===== src/rett_pkg.sv =====
// Package: register map, field layout and constants of the event timer
package rett_pkg;
   // Register indices on the plain register port
   localparam logic [5:0] REG_IRQ_EN      = 6'h06; // interrupt_enable_mask
   localparam logic [5:0] REG_IRQ_RQ      = 6'h07; // interrupt_request_flags
   localparam logic [5:0] REG_CONTROL     = 6'h09; // start/stop commands
   localparam logic [5:0] REG_TIMER_VALUE = 6'h0C; // current_count
   localparam logic [5:0] REG_SEC_STATUS  = 6'h05; // counter_active_flag
   localparam logic [5:0] REG_TIMER_CLOCK = 6'h2A; // exponent, auto reload
   localparam logic [5:0] REG_TIMER_CTRL  = 6'h2B; // start/stop enables
   localparam logic [5:0] REG_RELOAD      = 6'h2C; // reload_register
   localparam logic [5:0] REG_SLOT_LOW    = 6'h3D; // slot interval low byte
   localparam logic [5:0] REG_SIG_OUT_SEL = 6'h3E; // slot interval msb
   localparam logic [5:0] REG_CODER_RATE  = 6'h3F; // encoder_rate_select
   // Field positions
   localparam int BIT_SET_SELECT   = 7; // set/clear select in irq regs
   localparam int BIT_TIMER_IRQ    = 5; // expiry flag and enable
   localparam int BIT_START_NOW    = 1; // in control register
   localparam int BIT_STOP_NOW     = 2; // in control register
   localparam int BIT_RUNNING      = 7; // in secondary status
   localparam int BIT_AUTO_RELOAD  = 5; // in timer clock register
   localparam int BIT_START_TXB    = 0; // timer control bits
   localparam int BIT_START_TXE    = 1;
   localparam int BIT_STOP_RXB     = 2;
   localparam int BIT_STOP_RXE     = 3;
   localparam int BIT_SLOT_MSB     = 7; // in signal output select
   localparam int EXP_W            = 5; // exponent field width
   localparam int SLOT_W           = 9; // slot interval width
   localparam int DIV_W            = 22;
   localparam logic [4:0] EXP_MAX  = 5'h15; // largest legal exponent
   localparam logic [7:0] IRQ_USED = 8'h3F; // implemented request bits
   localparam logic [7:0] ZERO8    = 8'h00;
   localparam logic [7:0] ONE8     = 8'h01;
   localparam logic [7:0] CODER_RESET = 8'h05;
endpackage : rett_pkg


===== src/rett_timer.sv =====
// Event timer with auto reload and time slot send trigger
// Function
// RULE_01: Tick is clock over two-power exponent, 0..21
// RULE_02: Count decrements per tick while nonzero, running
// RULE_03: Auto reload loads reload value after one
// RULE_04: Start on tx begin/end, wrap, command
// RULE_05: Every start loads counter from reload register
// RULE_06: Stop on receive begin or end if enabled
// RULE_07: Stop at zero without reload, or command
// RULE_08: Reload write never touches running counter
// RULE_09: Software stop raises no expiry flag
// RULE_10: Active flag follows start and stop events
// RULE_11: Current count readable at any time
// RULE_12: Expiry influences no other operation
// RULE_13: Running out sets request; stop first none
// RULE_14: Slot counter starts at command transmit end
// RULE_15: Slot expiry sends queued FIFO data only
// RULE_16: Slot counter restarts itself on each expiry
// RULE_17: Slot counter counts coder clock cycles
// RULE_18: Zero slot interval never triggers sending
// RULE_19: New slot interval applies at next restart
// RULE_20: Slot interval is nine bits, msb elsewhere
// RULE_21: Software clears checksum enable before slot frames
// RULE_22: Request set on step from one down
// RULE_23: Irq writes change only bits written one
// RULE_24: Start wins over simultaneous stop
// RULE_25: Commands and events acted on exactly once
`timescale 1ns/1ps
module rett_timer
   import rett_pkg::*;
(
   input  wire logic       MCLK,
   input  wire logic       RST,
   input  wire logic [5:0] ADDR,
   input  wire logic [7:0] WDATA,
   input  wire logic       WR,
   input  wire logic       RD,
   input  wire logic       TX_BEGIN,
   input  wire logic       TX_END,
   input  wire logic       RX_BEGIN,
   input  wire logic       RX_END,
   input  wire logic       CODER_CLK_EN,
   input  wire logic       FIFO_NOT_EMPTY,
   output logic [7:0]      RDATA,
   output logic            SLOT_SEND,
   output logic            TIMER_IRQ
);
   // All state in one record
   // One packed record holds every flip-flop of the block, so the reset
   // branch clears all of it at once and no field can be forgotten.
   // The coder rate is the only field with a nonzero reset value.
   typedef struct packed {
      logic [7:0]       rdata;      // read answer
      logic [7:0]       irq_en;     // interrupt_enable_mask
      logic [7:0]       irq_rq;     // interrupt_request_flags
      logic [EXP_W-1:0] exp;        // tick_divider_exponent
      logic             auto_rl;    // auto_reload_enable
      logic [3:0]       tctrl;      // start/stop enables
      logic [7:0]       reload;     // reload_register
      logic [7:0]       count;      // current_count
      logic             running;    // counter_active_flag
      logic [DIV_W-1:0] div;        // prescaler
      logic             start_cmd;  // pending immediate start
      logic             stop_cmd;   // pending immediate stop
      logic [3:0]       ev_prev;    // event edge memory
      logic [SLOT_W-1:0] slot_val;  // slot_interval_value
      logic [SLOT_W-1:0] slot_cnt;  // slot counter
      logic             slot_act;   // slot counter running
      logic [7:0]       coder;      // encoder_rate_select
      logic             send;       // send trigger
      logic             irq_out;    // timer irq pin
   } rett_state_t;

   // Registered state and its next value
   rett_state_t s_q, s_d;
   // Helpers below are decided from the registered state and the inputs
   logic [DIV_W-1:0] div_mask;  // prescaler terminal mask
   logic [3:0]       ev_now;    // event inputs
   logic [3:0]       ev_rise;   // one pulse per event
   logic             tick;      // timer clock tick
   logic             start_ev;  // any configured start
   logic             stop_ev;   // any configured stop
   logic             wrap;      // auto reload wrap
   logic             expire;    // count reaches zero
   logic [7:0]       wmask;     // bits written one

   // Prescaler mask: ones below the exponent, capped at 21
   // The divider runs free and is never cleared by a start, so the first
   // tick after a start lands anywhere within one tick period; this saves
   // a clear path at the cost of up to one tick of start jitter.
   always_comb begin
      logic [EXP_W-1:0] e;
      e = (s_q.exp > EXP_MAX) ? EXP_MAX : s_q.exp; // [RULE_01]
      div_mask = (DIV_W'(1) << e) - DIV_W'(1);
   end

   // Event pulses are edge detected so long levels act once
   // Without this a level held high would retrigger the timer on every
   // clock; the previous level lives in the state record.
   assign ev_now  = {RX_END, RX_BEGIN, TX_END, TX_BEGIN};
   assign ev_rise = ev_now & ~s_q.ev_prev; // [RULE_25]
   assign tick    = ((s_q.div & div_mask) == div_mask); // [RULE_01]

   // Wrap and expiry are decided on a tick at count one
   assign wrap   = s_q.running && tick && s_q.count == ONE8
                   && s_q.auto_rl; // [RULE_03]
   // A start or stop in the very cycle of the last step cancels the
   // expiry: a start retriggers before zero is reached, and a stop, the
   // software stop above all, must leave no request behind
   assign expire = s_q.running && tick && s_q.count == ONE8
                   && !s_q.auto_rl // [RULE_22]
                   && !start_ev && !stop_ev; // [RULE_09] [RULE_13]

   // Configured starts and stops
   // Enable bits gate only the edges; the command bits need none
   assign start_ev = (ev_rise[0] & s_q.tctrl[BIT_START_TXB])
                   | (ev_rise[1] & s_q.tctrl[BIT_START_TXE])
                   | wrap | s_q.start_cmd; // [RULE_04]
   assign stop_ev  = (ev_rise[2] & s_q.tctrl[BIT_STOP_RXB])
                   | (ev_rise[3] & s_q.tctrl[BIT_STOP_RXE])
                   | s_q.stop_cmd; // [RULE_06] [RULE_07]
   assign wmask = WDATA & IRQ_USED;

   // Next state
   always_comb begin
      s_d = s_q;
      s_d.ev_prev   = ev_now;
      s_d.div       = s_q.div + DIV_W'(1);
      s_d.start_cmd = 1'b0;
      s_d.stop_cmd  = 1'b0;
      s_d.send      = 1'b0;
      // Counter; the expiry only touches its own flag
      if (start_ev) begin
         // Retrigger: a running timer reloads as well
         s_d.count   = s_q.reload; // [RULE_05] [RULE_24]
         s_d.running = 1'b1; // [RULE_10]
      end else if (stop_ev) begin
         // The count is kept so software can read the elapsed time
         s_d.running = 1'b0; // [RULE_06] [RULE_10]
      end else if (s_q.running && tick && s_q.count != ZERO8) begin
         // One step per tick; the last step without reload stops
         s_d.count = s_q.count - ONE8; // [RULE_02] [RULE_12]
         if (expire)
            s_d.running = 1'b0; // [RULE_07]
      end else if (s_q.running && s_q.count == ZERO8) begin
         s_d.running = 1'b0; // Zero reload stops at once
      end
      // Register writes; reload never touches count
      // Bit 7 of an interrupt write picks set or clear, and only the
      // bits written as one move; the reserved bits stay at zero
      if (WR) begin
         unique case (ADDR)
            REG_IRQ_EN: begin
               if (WDATA[BIT_SET_SELECT])
                  s_d.irq_en = s_q.irq_en | wmask; // [RULE_23]
               else
                  s_d.irq_en = s_q.irq_en & ~wmask; // [RULE_23]
            end
            REG_IRQ_RQ: begin
               if (WDATA[BIT_SET_SELECT])
                  s_d.irq_rq = s_q.irq_rq | wmask; // [RULE_23]
               else
                  s_d.irq_rq = s_q.irq_rq & ~wmask; // [RULE_23]
            end
            REG_CONTROL: begin
               s_d.start_cmd = WDATA[BIT_START_NOW]; // [RULE_25]
               s_d.stop_cmd  = WDATA[BIT_STOP_NOW]; // [RULE_25]
            end
            REG_TIMER_CLOCK: begin
               s_d.exp     = WDATA[EXP_W-1:0];
               s_d.auto_rl = WDATA[BIT_AUTO_RELOAD];
            end
            REG_TIMER_CTRL:  s_d.tctrl  = WDATA[3:0];
            REG_RELOAD:      s_d.reload = WDATA; // [RULE_08]
            REG_SLOT_LOW:    s_d.slot_val[7:0] = WDATA;
            REG_SIG_OUT_SEL:
               s_d.slot_val[SLOT_W-1] = WDATA[BIT_SLOT_MSB]; // [RULE_20]
            REG_CODER_RATE:  s_d.coder = WDATA;
            default: ;
         endcase
      end
      // Hardware set wins over a software clear in the same cycle
      if (wrap || expire)
         s_d.irq_rq[BIT_TIMER_IRQ] = 1'b1; // [RULE_13] [RULE_22] [RULE_09]
      // Slot counter, stepped by coder clock enable
      // The interval is loaded at each restart only, so a value written
      // while slots run waits for the next restart; a zero interval
      // parks the counter and no send can follow
      if (s_q.slot_val == '0) begin
         s_d.slot_act = 1'b0; // [RULE_18]
      end else if (ev_rise[1]) begin
         s_d.slot_cnt = s_q.slot_val; // [RULE_14] [RULE_19]
         s_d.slot_act = 1'b1;
      end else if (s_q.slot_act && CODER_CLK_EN) begin
         if (s_q.slot_cnt == SLOT_W'(1)) begin
            s_d.slot_cnt = s_q.slot_val; // [RULE_16] [RULE_19]
            s_d.send     = FIFO_NOT_EMPTY; // [RULE_15]
         end else begin
            s_d.slot_cnt = s_q.slot_cnt - SLOT_W'(1); // [RULE_17]
         end
      end
      s_d.irq_out = |(s_d.irq_rq[BIT_TIMER_IRQ] &
                      s_d.irq_en[BIT_TIMER_IRQ]);
      // Read answer, one cycle after strobe
      // Unread cycles return zero, so the port shows data only in the
      // cycle after the strobe and a stale value never lingers
      s_d.rdata = ZERO8;
      if (RD) begin
         unique case (ADDR)
            REG_IRQ_EN:      s_d.rdata = s_q.irq_en;
            REG_IRQ_RQ:      s_d.rdata = s_q.irq_rq;
            REG_TIMER_VALUE: s_d.rdata = s_q.count; // [RULE_11]
            REG_SEC_STATUS:
               s_d.rdata = {s_q.running, 7'h00}; // [RULE_10]
            REG_TIMER_CLOCK:
               s_d.rdata = {2'b00, s_q.auto_rl, s_q.exp};
            REG_TIMER_CTRL:  s_d.rdata = {4'h0, s_q.tctrl};
            REG_RELOAD:      s_d.rdata = s_q.reload;
            REG_SLOT_LOW:    s_d.rdata = s_q.slot_val[7:0];
            REG_SIG_OUT_SEL:
               s_d.rdata = {s_q.slot_val[SLOT_W-1], 7'h00};
            REG_CODER_RATE:  s_d.rdata = s_q.coder;
            default:         s_d.rdata = ZERO8;
         endcase
      end
   end

   // State register
   // Synchronous reset; every field clears but the coder rate, which
   // comes up at its default rate
   always_ff @(posedge MCLK) begin
      if (RST) begin
         s_q       <= '0;
         s_q.coder <= CODER_RESET;
      end else begin
         s_q <= s_d;
      end
   end

   // Every output is a flip-flop of the state record
   assign RDATA     = s_q.rdata;
   assign SLOT_SEND = s_q.send;
   assign TIMER_IRQ = s_q.irq_out;
endmodule : rett_timer


===== config.mk =====
export PLATFORM = sky130hd
export DESIGN_NAME = rett_timer
export DESIGN_NICKNAME = d
export VERILOG_FILES = /design/src/rett_pkg.sv /design/src/rett_timer.sv
export SDC_FILE = /design/constraint.sdc
export NUM_CORES = 1
export LEC_CHECK = 0
export ABC_AREA = 1
export ABC_CLOCK_PERIOD_IN_PS = 2400
export BUFFER_PORTS_ARGS = -buffer_cell sky130_fd_sc_hd__clkbuf_2
export CORE_MARGIN = 4
export CORE_UTILIZATION = 38
export DETAILED_ROUTE_END_ITERATION = 7
export PLACE_DENSITY_LB_ADDON = 0.2
export RECOVER_POWER = 50
export REMOVE_ABC_BUFFERS = 1
export SYNTH_ARGS = -nofsm -noshare
export SYNTH_HDL_FRONTEND = slang
export SYNTH_SLANG_ARGS = --single-unit

===== constraint.sdc =====
create_clock -name MCLK -period 2.4 [get_ports MCLK]
set_input_delay 0.24 -clock MCLK [delete_from_list [all_inputs] [get_ports MCLK]]
set_output_delay 0.24 -clock MCLK [all_outputs]
set_load 0.05 [all_outputs]

# Word-level counts from Yosys, hierarchy flattened

Cells that the tools add are included.

Add/sub/neg operators: 4
$lt $le $gt $ge: 1
Eq/ne operators: 16
Shift operators: 1
Mux-type cells: 21
Bitwise gates (word level): 24
Reductions and logical operators: 34

Operators with widths:

| operator              | number |
|---|---|
| $pmux 8 s10           | 1 |
| $mux 8                | 6 |
| $eq 6x6->1 const B    | 6 |
| $mux 9                | 4 |
| $mux 32               | 1 |
| $add 22x1->22 const B | 1 |
| $and 22x22->22        | 1 |
| $eq 22x22->1          | 1 |
| $reduce_and 2->1      | 11 |
| $shl 1x5->22 const A  | 1 |
| $sub 22x2->22 const B | 1 |
| $eq 6x3->1 const B    | 3 |
| $and 8x8->8           | 2 |
| $or 8x6->8            | 2 |
| $eq 6x4->1 const B    | 2 |
| $mux 6                | 2 |
| $eq 9x1->1 const B    | 1 |
| $logic_and 1x1->1     | 9 |
| $logic_not 9->1       | 1 |
| $sub 9x1->9 const B   | 1 |
| $eq 8x1->1 const B    | 1 |
| $logic_not 8->1       | 1 |
| $not 6->8             | 1 |
| $reduce_bool 8->1     | 1 |
| other kinds (19)      | 40 |

Bits in registers: 108
Output and inout bits: 10
Logic and storage cells: 123

# Longest topological paths before layout

Word-level depth: 18
Depth in mapped cells: 21

# Least setup slack after synthesis

No wires, ideal clock.

Path type: register to register
From: reg s_q[80] (netlist bit)
To: reg s_q[58] (netlist bit)
Arrival time: 2,275 ps
Required time: 2,282 ps
Setup slack: 7 ps
Cell stages (with the launch flop): 20
Path buffers: 2
Period minus slack after synthesis: 2,393 ps
Cell sequence: dfxtp_1 -> buf_6 -> inv_4 -> nand3_2 -> nor2_4 -> nand2_2 -> ha_1 -> nand2_2 -> inv_2 -> nand2_1 -> nand2_1 -> nand3_1 -> nand2_1 -> nor2_1 -> nand3_1 -> nor2_4 -> buf_6 -> nand3_4 -> xor2_1 -> a21oi_2

Cells in the longest elaborated chain, start to end: 13
Elaborated cells between the ends (all ways): 16

RTL lines:

| what                                                             | RTL line                             | RTL |
|---|---|---|
| from (decl)                                                      | rett_timer.sv:75                     | `rett_state_t s_q, s_d;` |
| $gt 5x5->1                                                       | rett_timer.sv:93                     | `e = (s_q.exp > EXP_MAX) ? EXP_MAX : s_q.exp;` |
| $mux 5 *                                                         | rett_timer.sv:93                     |  |
| $shl 1x5->22 *                                                   | rett_timer.sv:94                     | `div_mask = (DIV_W'(1) << e) - DIV_W'(1);` |
| $sub 22x2->22 *                                                  | rett_timer.sv:94                     |  |
| $and 22x22->22                                                   | rett_timer.sv:102                    | `assign tick = ((s_q.div & div_mask) == div_mask);` |
| $eq 22x22->1 *                                                   | rett_timer.sv:102                    |  |
| $logic_and 1x1->1 *                                              | rett_timer.sv:105, rett_timer.sv:140 |  |
| $logic_and 1x1->1                                                | rett_timer.sv:105                    | `assign wrap = s_q.running && tick && s_q.count == ONE8` |
| $logic_and 1x1->1                                                | rett_timer.sv:106                    | `&& s_q.auto_rl;` |
| $or 1x1->1 (2 in series)                                         | rett_timer.sv:118                    | `\| wrap \| s_q.start_cmd;` |
| $ne 2x2->1 (no source line) or $reduce_bool 2->1 (tied branches) | -                                    |  |
| $reduce_and 2->1 (no source line)                                | -                                    |  |

Every way passes the cells marked *; elsewhere a longest branch is shown, timed or not.
A chain may end at the register's enable or synchronous reset.

# Worst setup path after layout

From: reg s_q[82] (netlist bit)
To: reg s_q[64] (netlist bit)

The elaborated chain is that of the path after synthesis.

==> out/qor.yml <==
status:
  status: "finished, violations left"
  violations: "negative setup slack"
placement:
  placed_cells: 1055
  place.gp.congestion: 0.887
  portBuffers: 33
  dp_hpwl_mm: 12.0
worst_setup_path:
  cp_top_family: "simple AND/OR/NAND/NOR gates"
  path_cells: "buf_6 -> inv_4 -> nand4_1 -> ha_4 -> nor2_1 -> a21oi_2 -> nand3_1 -> nor2_2 -> nand3_1 -> nor2_4 -> nand4_4 -> buf_8 -> nand3_2 -> nand2_2 -> a21oi_2"
  timing.rr.end: "s_q[64]"
  critPathLaunchType: "flop"
  critPathKind: "flop to flop"
  crit_path_top_delay_cell: "dfxtp_4"
  crit_arrival_ns: 2.74
  worstPathMaxFanout: 7
  cp-end-kind: "flop"
  cp_num_buf_inv: 3
  critical_path.reg2reg.startpoint: "s_q[82]"
  r2r_slack_ns: -0.04
  r2r_cells: 15
  critPathMaxStageDelay_ns: 0.37
  cp.required_ns: 2.70
clock_network:
  numCtsBuffers: 9
  cts.root.buffer_cell: "clkbuf_16"
  clock_latency_ns: 0.36
  htreeDepth: 3
  clock_path_buffers: 2
  hold_buffers: 0
  clk_pin_slew_worst_paths_ns: 0.07
  cts.sinks: 103
  cts_tree: "built"
logic_synthesis:
  synth_area_leaders: "dfxtp_1 (36%), nand2_1 (8.6%), a21oi_1 (7.6%), inv_1 (7.4%), nor2_1 (5.9%)"
  yosys_most_used_dff: "dfxtp_1"
  synthAdderAreaFrac: 0.0132
  synth_common_cells: "nand2_1 (130), inv_1 (112), dfxtp_1 (103)"
  synthDistinctLibCells: 47
  synth_top_family_by_area: "simple AND/OR/NAND/NOR gates"
  synth-async-reset-ratio: 0
  yosys_warnings: 0
  synth_most_common_cell: "nand2_1"
  netlist_instances: 833
  synth_top_area_share: 0.362
  seq_area_frac_synth: 0.362
  synth_edf_count: 0
  synth_compound_area_frac: 0.179
  synth_xor_area_frac: 0.0169
  synth_area_mm2: 0.00570
  synth.largest_area_cell: "dfxtp_1"
  synth-simple-area-share: 0.306
  muxShareOfSynthArea: 0
  avgSynthCellArea_um2: 6.84
  synth-seq-cells: 103
cells_and_area:
  area_delta_synth_final_pct: 17.6
  stdcell_count: 1075
  antenna_cells: 0
  final_nets: 916
  num-fill-cells: 1566
  drive_gt1_frac: 0.169
sta:
  finalSetupTns_ns: -0.205
  layout_setup_ws_ns: -0.0437
  finalSetupViolCount: 8
  maxSlewHeadroom: 0.112
  fin_crit_ns: 2.44
  holdWs_ns: 0.0890
  fmax_mhz: 409
  worstMarginPinSlew_ns: 1.33
  period_share: 1.02
  hold_violations: 0
  slew_violations: 0
  skew_ns: 0.0111
  grt_setup_unrepaired: "yes"
detailed_routing:
  vias: 5627
  drtIter0Drc: 349
  via_per_inst: 5.23
  drc_errors: 0
  ant_nets: 0
  drt_wl_total_mm: 16.4
  post_drt_wl_per_cell_um: 15.2
  dr.pass1.iters: 6
power:
  peakVddDrop_mv: 0.363
  p_int_mw: 2.56
  finalPower_mw: 3.50
  leakage_nw: 2.61
  switching_share: 0.268
  clkPwrFrac: 0.411
  pwr-share-seq: 0.496
  p_sw_uw: 939
  p_comb_frac: 0.093
  pwr_density_cell_mw_per_mm2: 523
floorplan:
  start_util: 0.390
  fp.dieH_um: 130
  dieArea_mm2: 0.0170
  core-area_mm2: 0.0146
  rows: 44
  io_pins: 34
  die_x_um: 130
global_routing:
  grt-ovfl-total: 0
  grt_pass1_vias: 5237
  grt_util_all_layers: 0.195
  grt_max_degree: 39
  grt_pass1_wl_mm: 26.3
  antenna_found_initial: 0
job:
  max-cap-violations: 0
hold_path:
  hold_start: "TX_BEGIN"
  whs_endpoint: "s_q[29]"
  holdPathStages: 3
  hp-class: "primary input to flop"
worst min-delay path, stage by stage:
cell	delay, ns
clkbuf_2	0.09
inv_1	0.05
nor2_1	0.03
timing repair:
item,in CTS,in global routing
gates resized for setup,8,46
buffers inserted,0,2
cloned,0,2
pin swaps,3,32
endpoints found under the setup margin,10,16
power groups by stage:
stage	logic (mW)	registers, mW	clock network [mW]
3_3_place_gp	0.308	1.78	0
3_5_place_dp	0.308	1.78	0
5_1_grt	0.363	1.74	1.54
6_report	0.326	1.74	1.44
2_1_floorplan	0.179	1.78	0
4_1_cts	0.316	1.74	1.48
layout make-up:
class	count	area (µm²)	share of cell area
multi-input combinational	569	3110	0.465
sequential	103	2070	0.309
timing repair buffer	78	523	0.0781
inverter	125	477	0.0712
tap	184	230	0.0344
clock buffer	10	229	0.0342
clock inverter	6	53.8	0.00804
how the worst max path moves through the flow:
| stage | start | endpoint | slack (ns) | cells past startpoint |
|---|---|---|---|---|
| after global routing | s_q[82] | s_q[64] | -0.20 | 17 |
| after detailed placement | s_q[80] | s_q[58] | -0.12 | 16 |
| after floorplan | s_q[83] | s_q[58] | -0.42 | 18 |
| after global placement | s_q[80] | s_q[58] | -0.11 | 18 |
| final | s_q[82] | s_q[64] | -0.04 | 15 |
| after CTS | s_q[79] | s_q[58] | -0.007 | 18 |
metal layers:
layer	share of wire	vias up	track usage	wire, µm
li1	-	2875	-	-
met3	0.037	20	0.0390	613
met4	0.019	0	0.0514	314
met5	0	-	0	0
met2	0.49	103	0.337	8070
met1	0.45	2629	0.250	7380
state kept, by name, summed over array words and instances, names as in the netlist, named ones only:
signal and cells:
RDATA 8, SLOT_SEND 1, TIMER_IRQ 1, s_q 83
layout by cell type, fill, tap and decap left out, types with 3 or more instances in the layout:
cell type / synthesis / routed
clkbuf_1: 17 / 17
o21ai_0: 61 / 60
nand3_4: 2 / 3
a31oi_1: 3 / 3
clkbuf_2: 0 / 22
buf_4: 9 / 33
clkbuf_16: 0 / 10
nor2_2: 3 / 7
buf_6: 7 / 4
nor2_4: 5 / 6
o22ai_1: 13 / 13
nand4_1: 35 / 35
inv_4: 2 / 3
nor2_1: 90 / 85
xor2_1: 9 / 8
a21oi_1: 86 / 80
nand2_1: 130 / 122
ha_1: 6 / 5
a211oi_1: 3 / 3
inv_1: 112 / 112
dfxtp_1: 103 / 100
nor3_1: 15 / 12
a221oi_1: 5 / 5
inv_2: 9 / 8
nand3_2: 2 / 8
nand3_1: 60 / 53
a21oi_2: 1 / 7
o211ai_1: 4 / 4
nor3_2: 3 / 4
nand2_2: 7 / 13
cells by family after synthesis:
family | count (synthesis)
buf+inv | 162
compound gates | 186
fa+ha+maj | 6
simple gates | 365
xor+xnor | 11
flops | 103
through the flow:
step | setup slack, ns | util | cell area, µm²
global placement | -0.115 | 0.424 | 6190
global route | -0.203 | 0.459 | 6700
CTS | -0.00705 | 0.445 | 6500
finish | -0.0437 | 0.459 | 6700
detailed placement | -0.118 | 0.424 | 6190
floorplan | -0.422 | - | 5470
No activity file was read; power rests on OpenSTA's default activity.
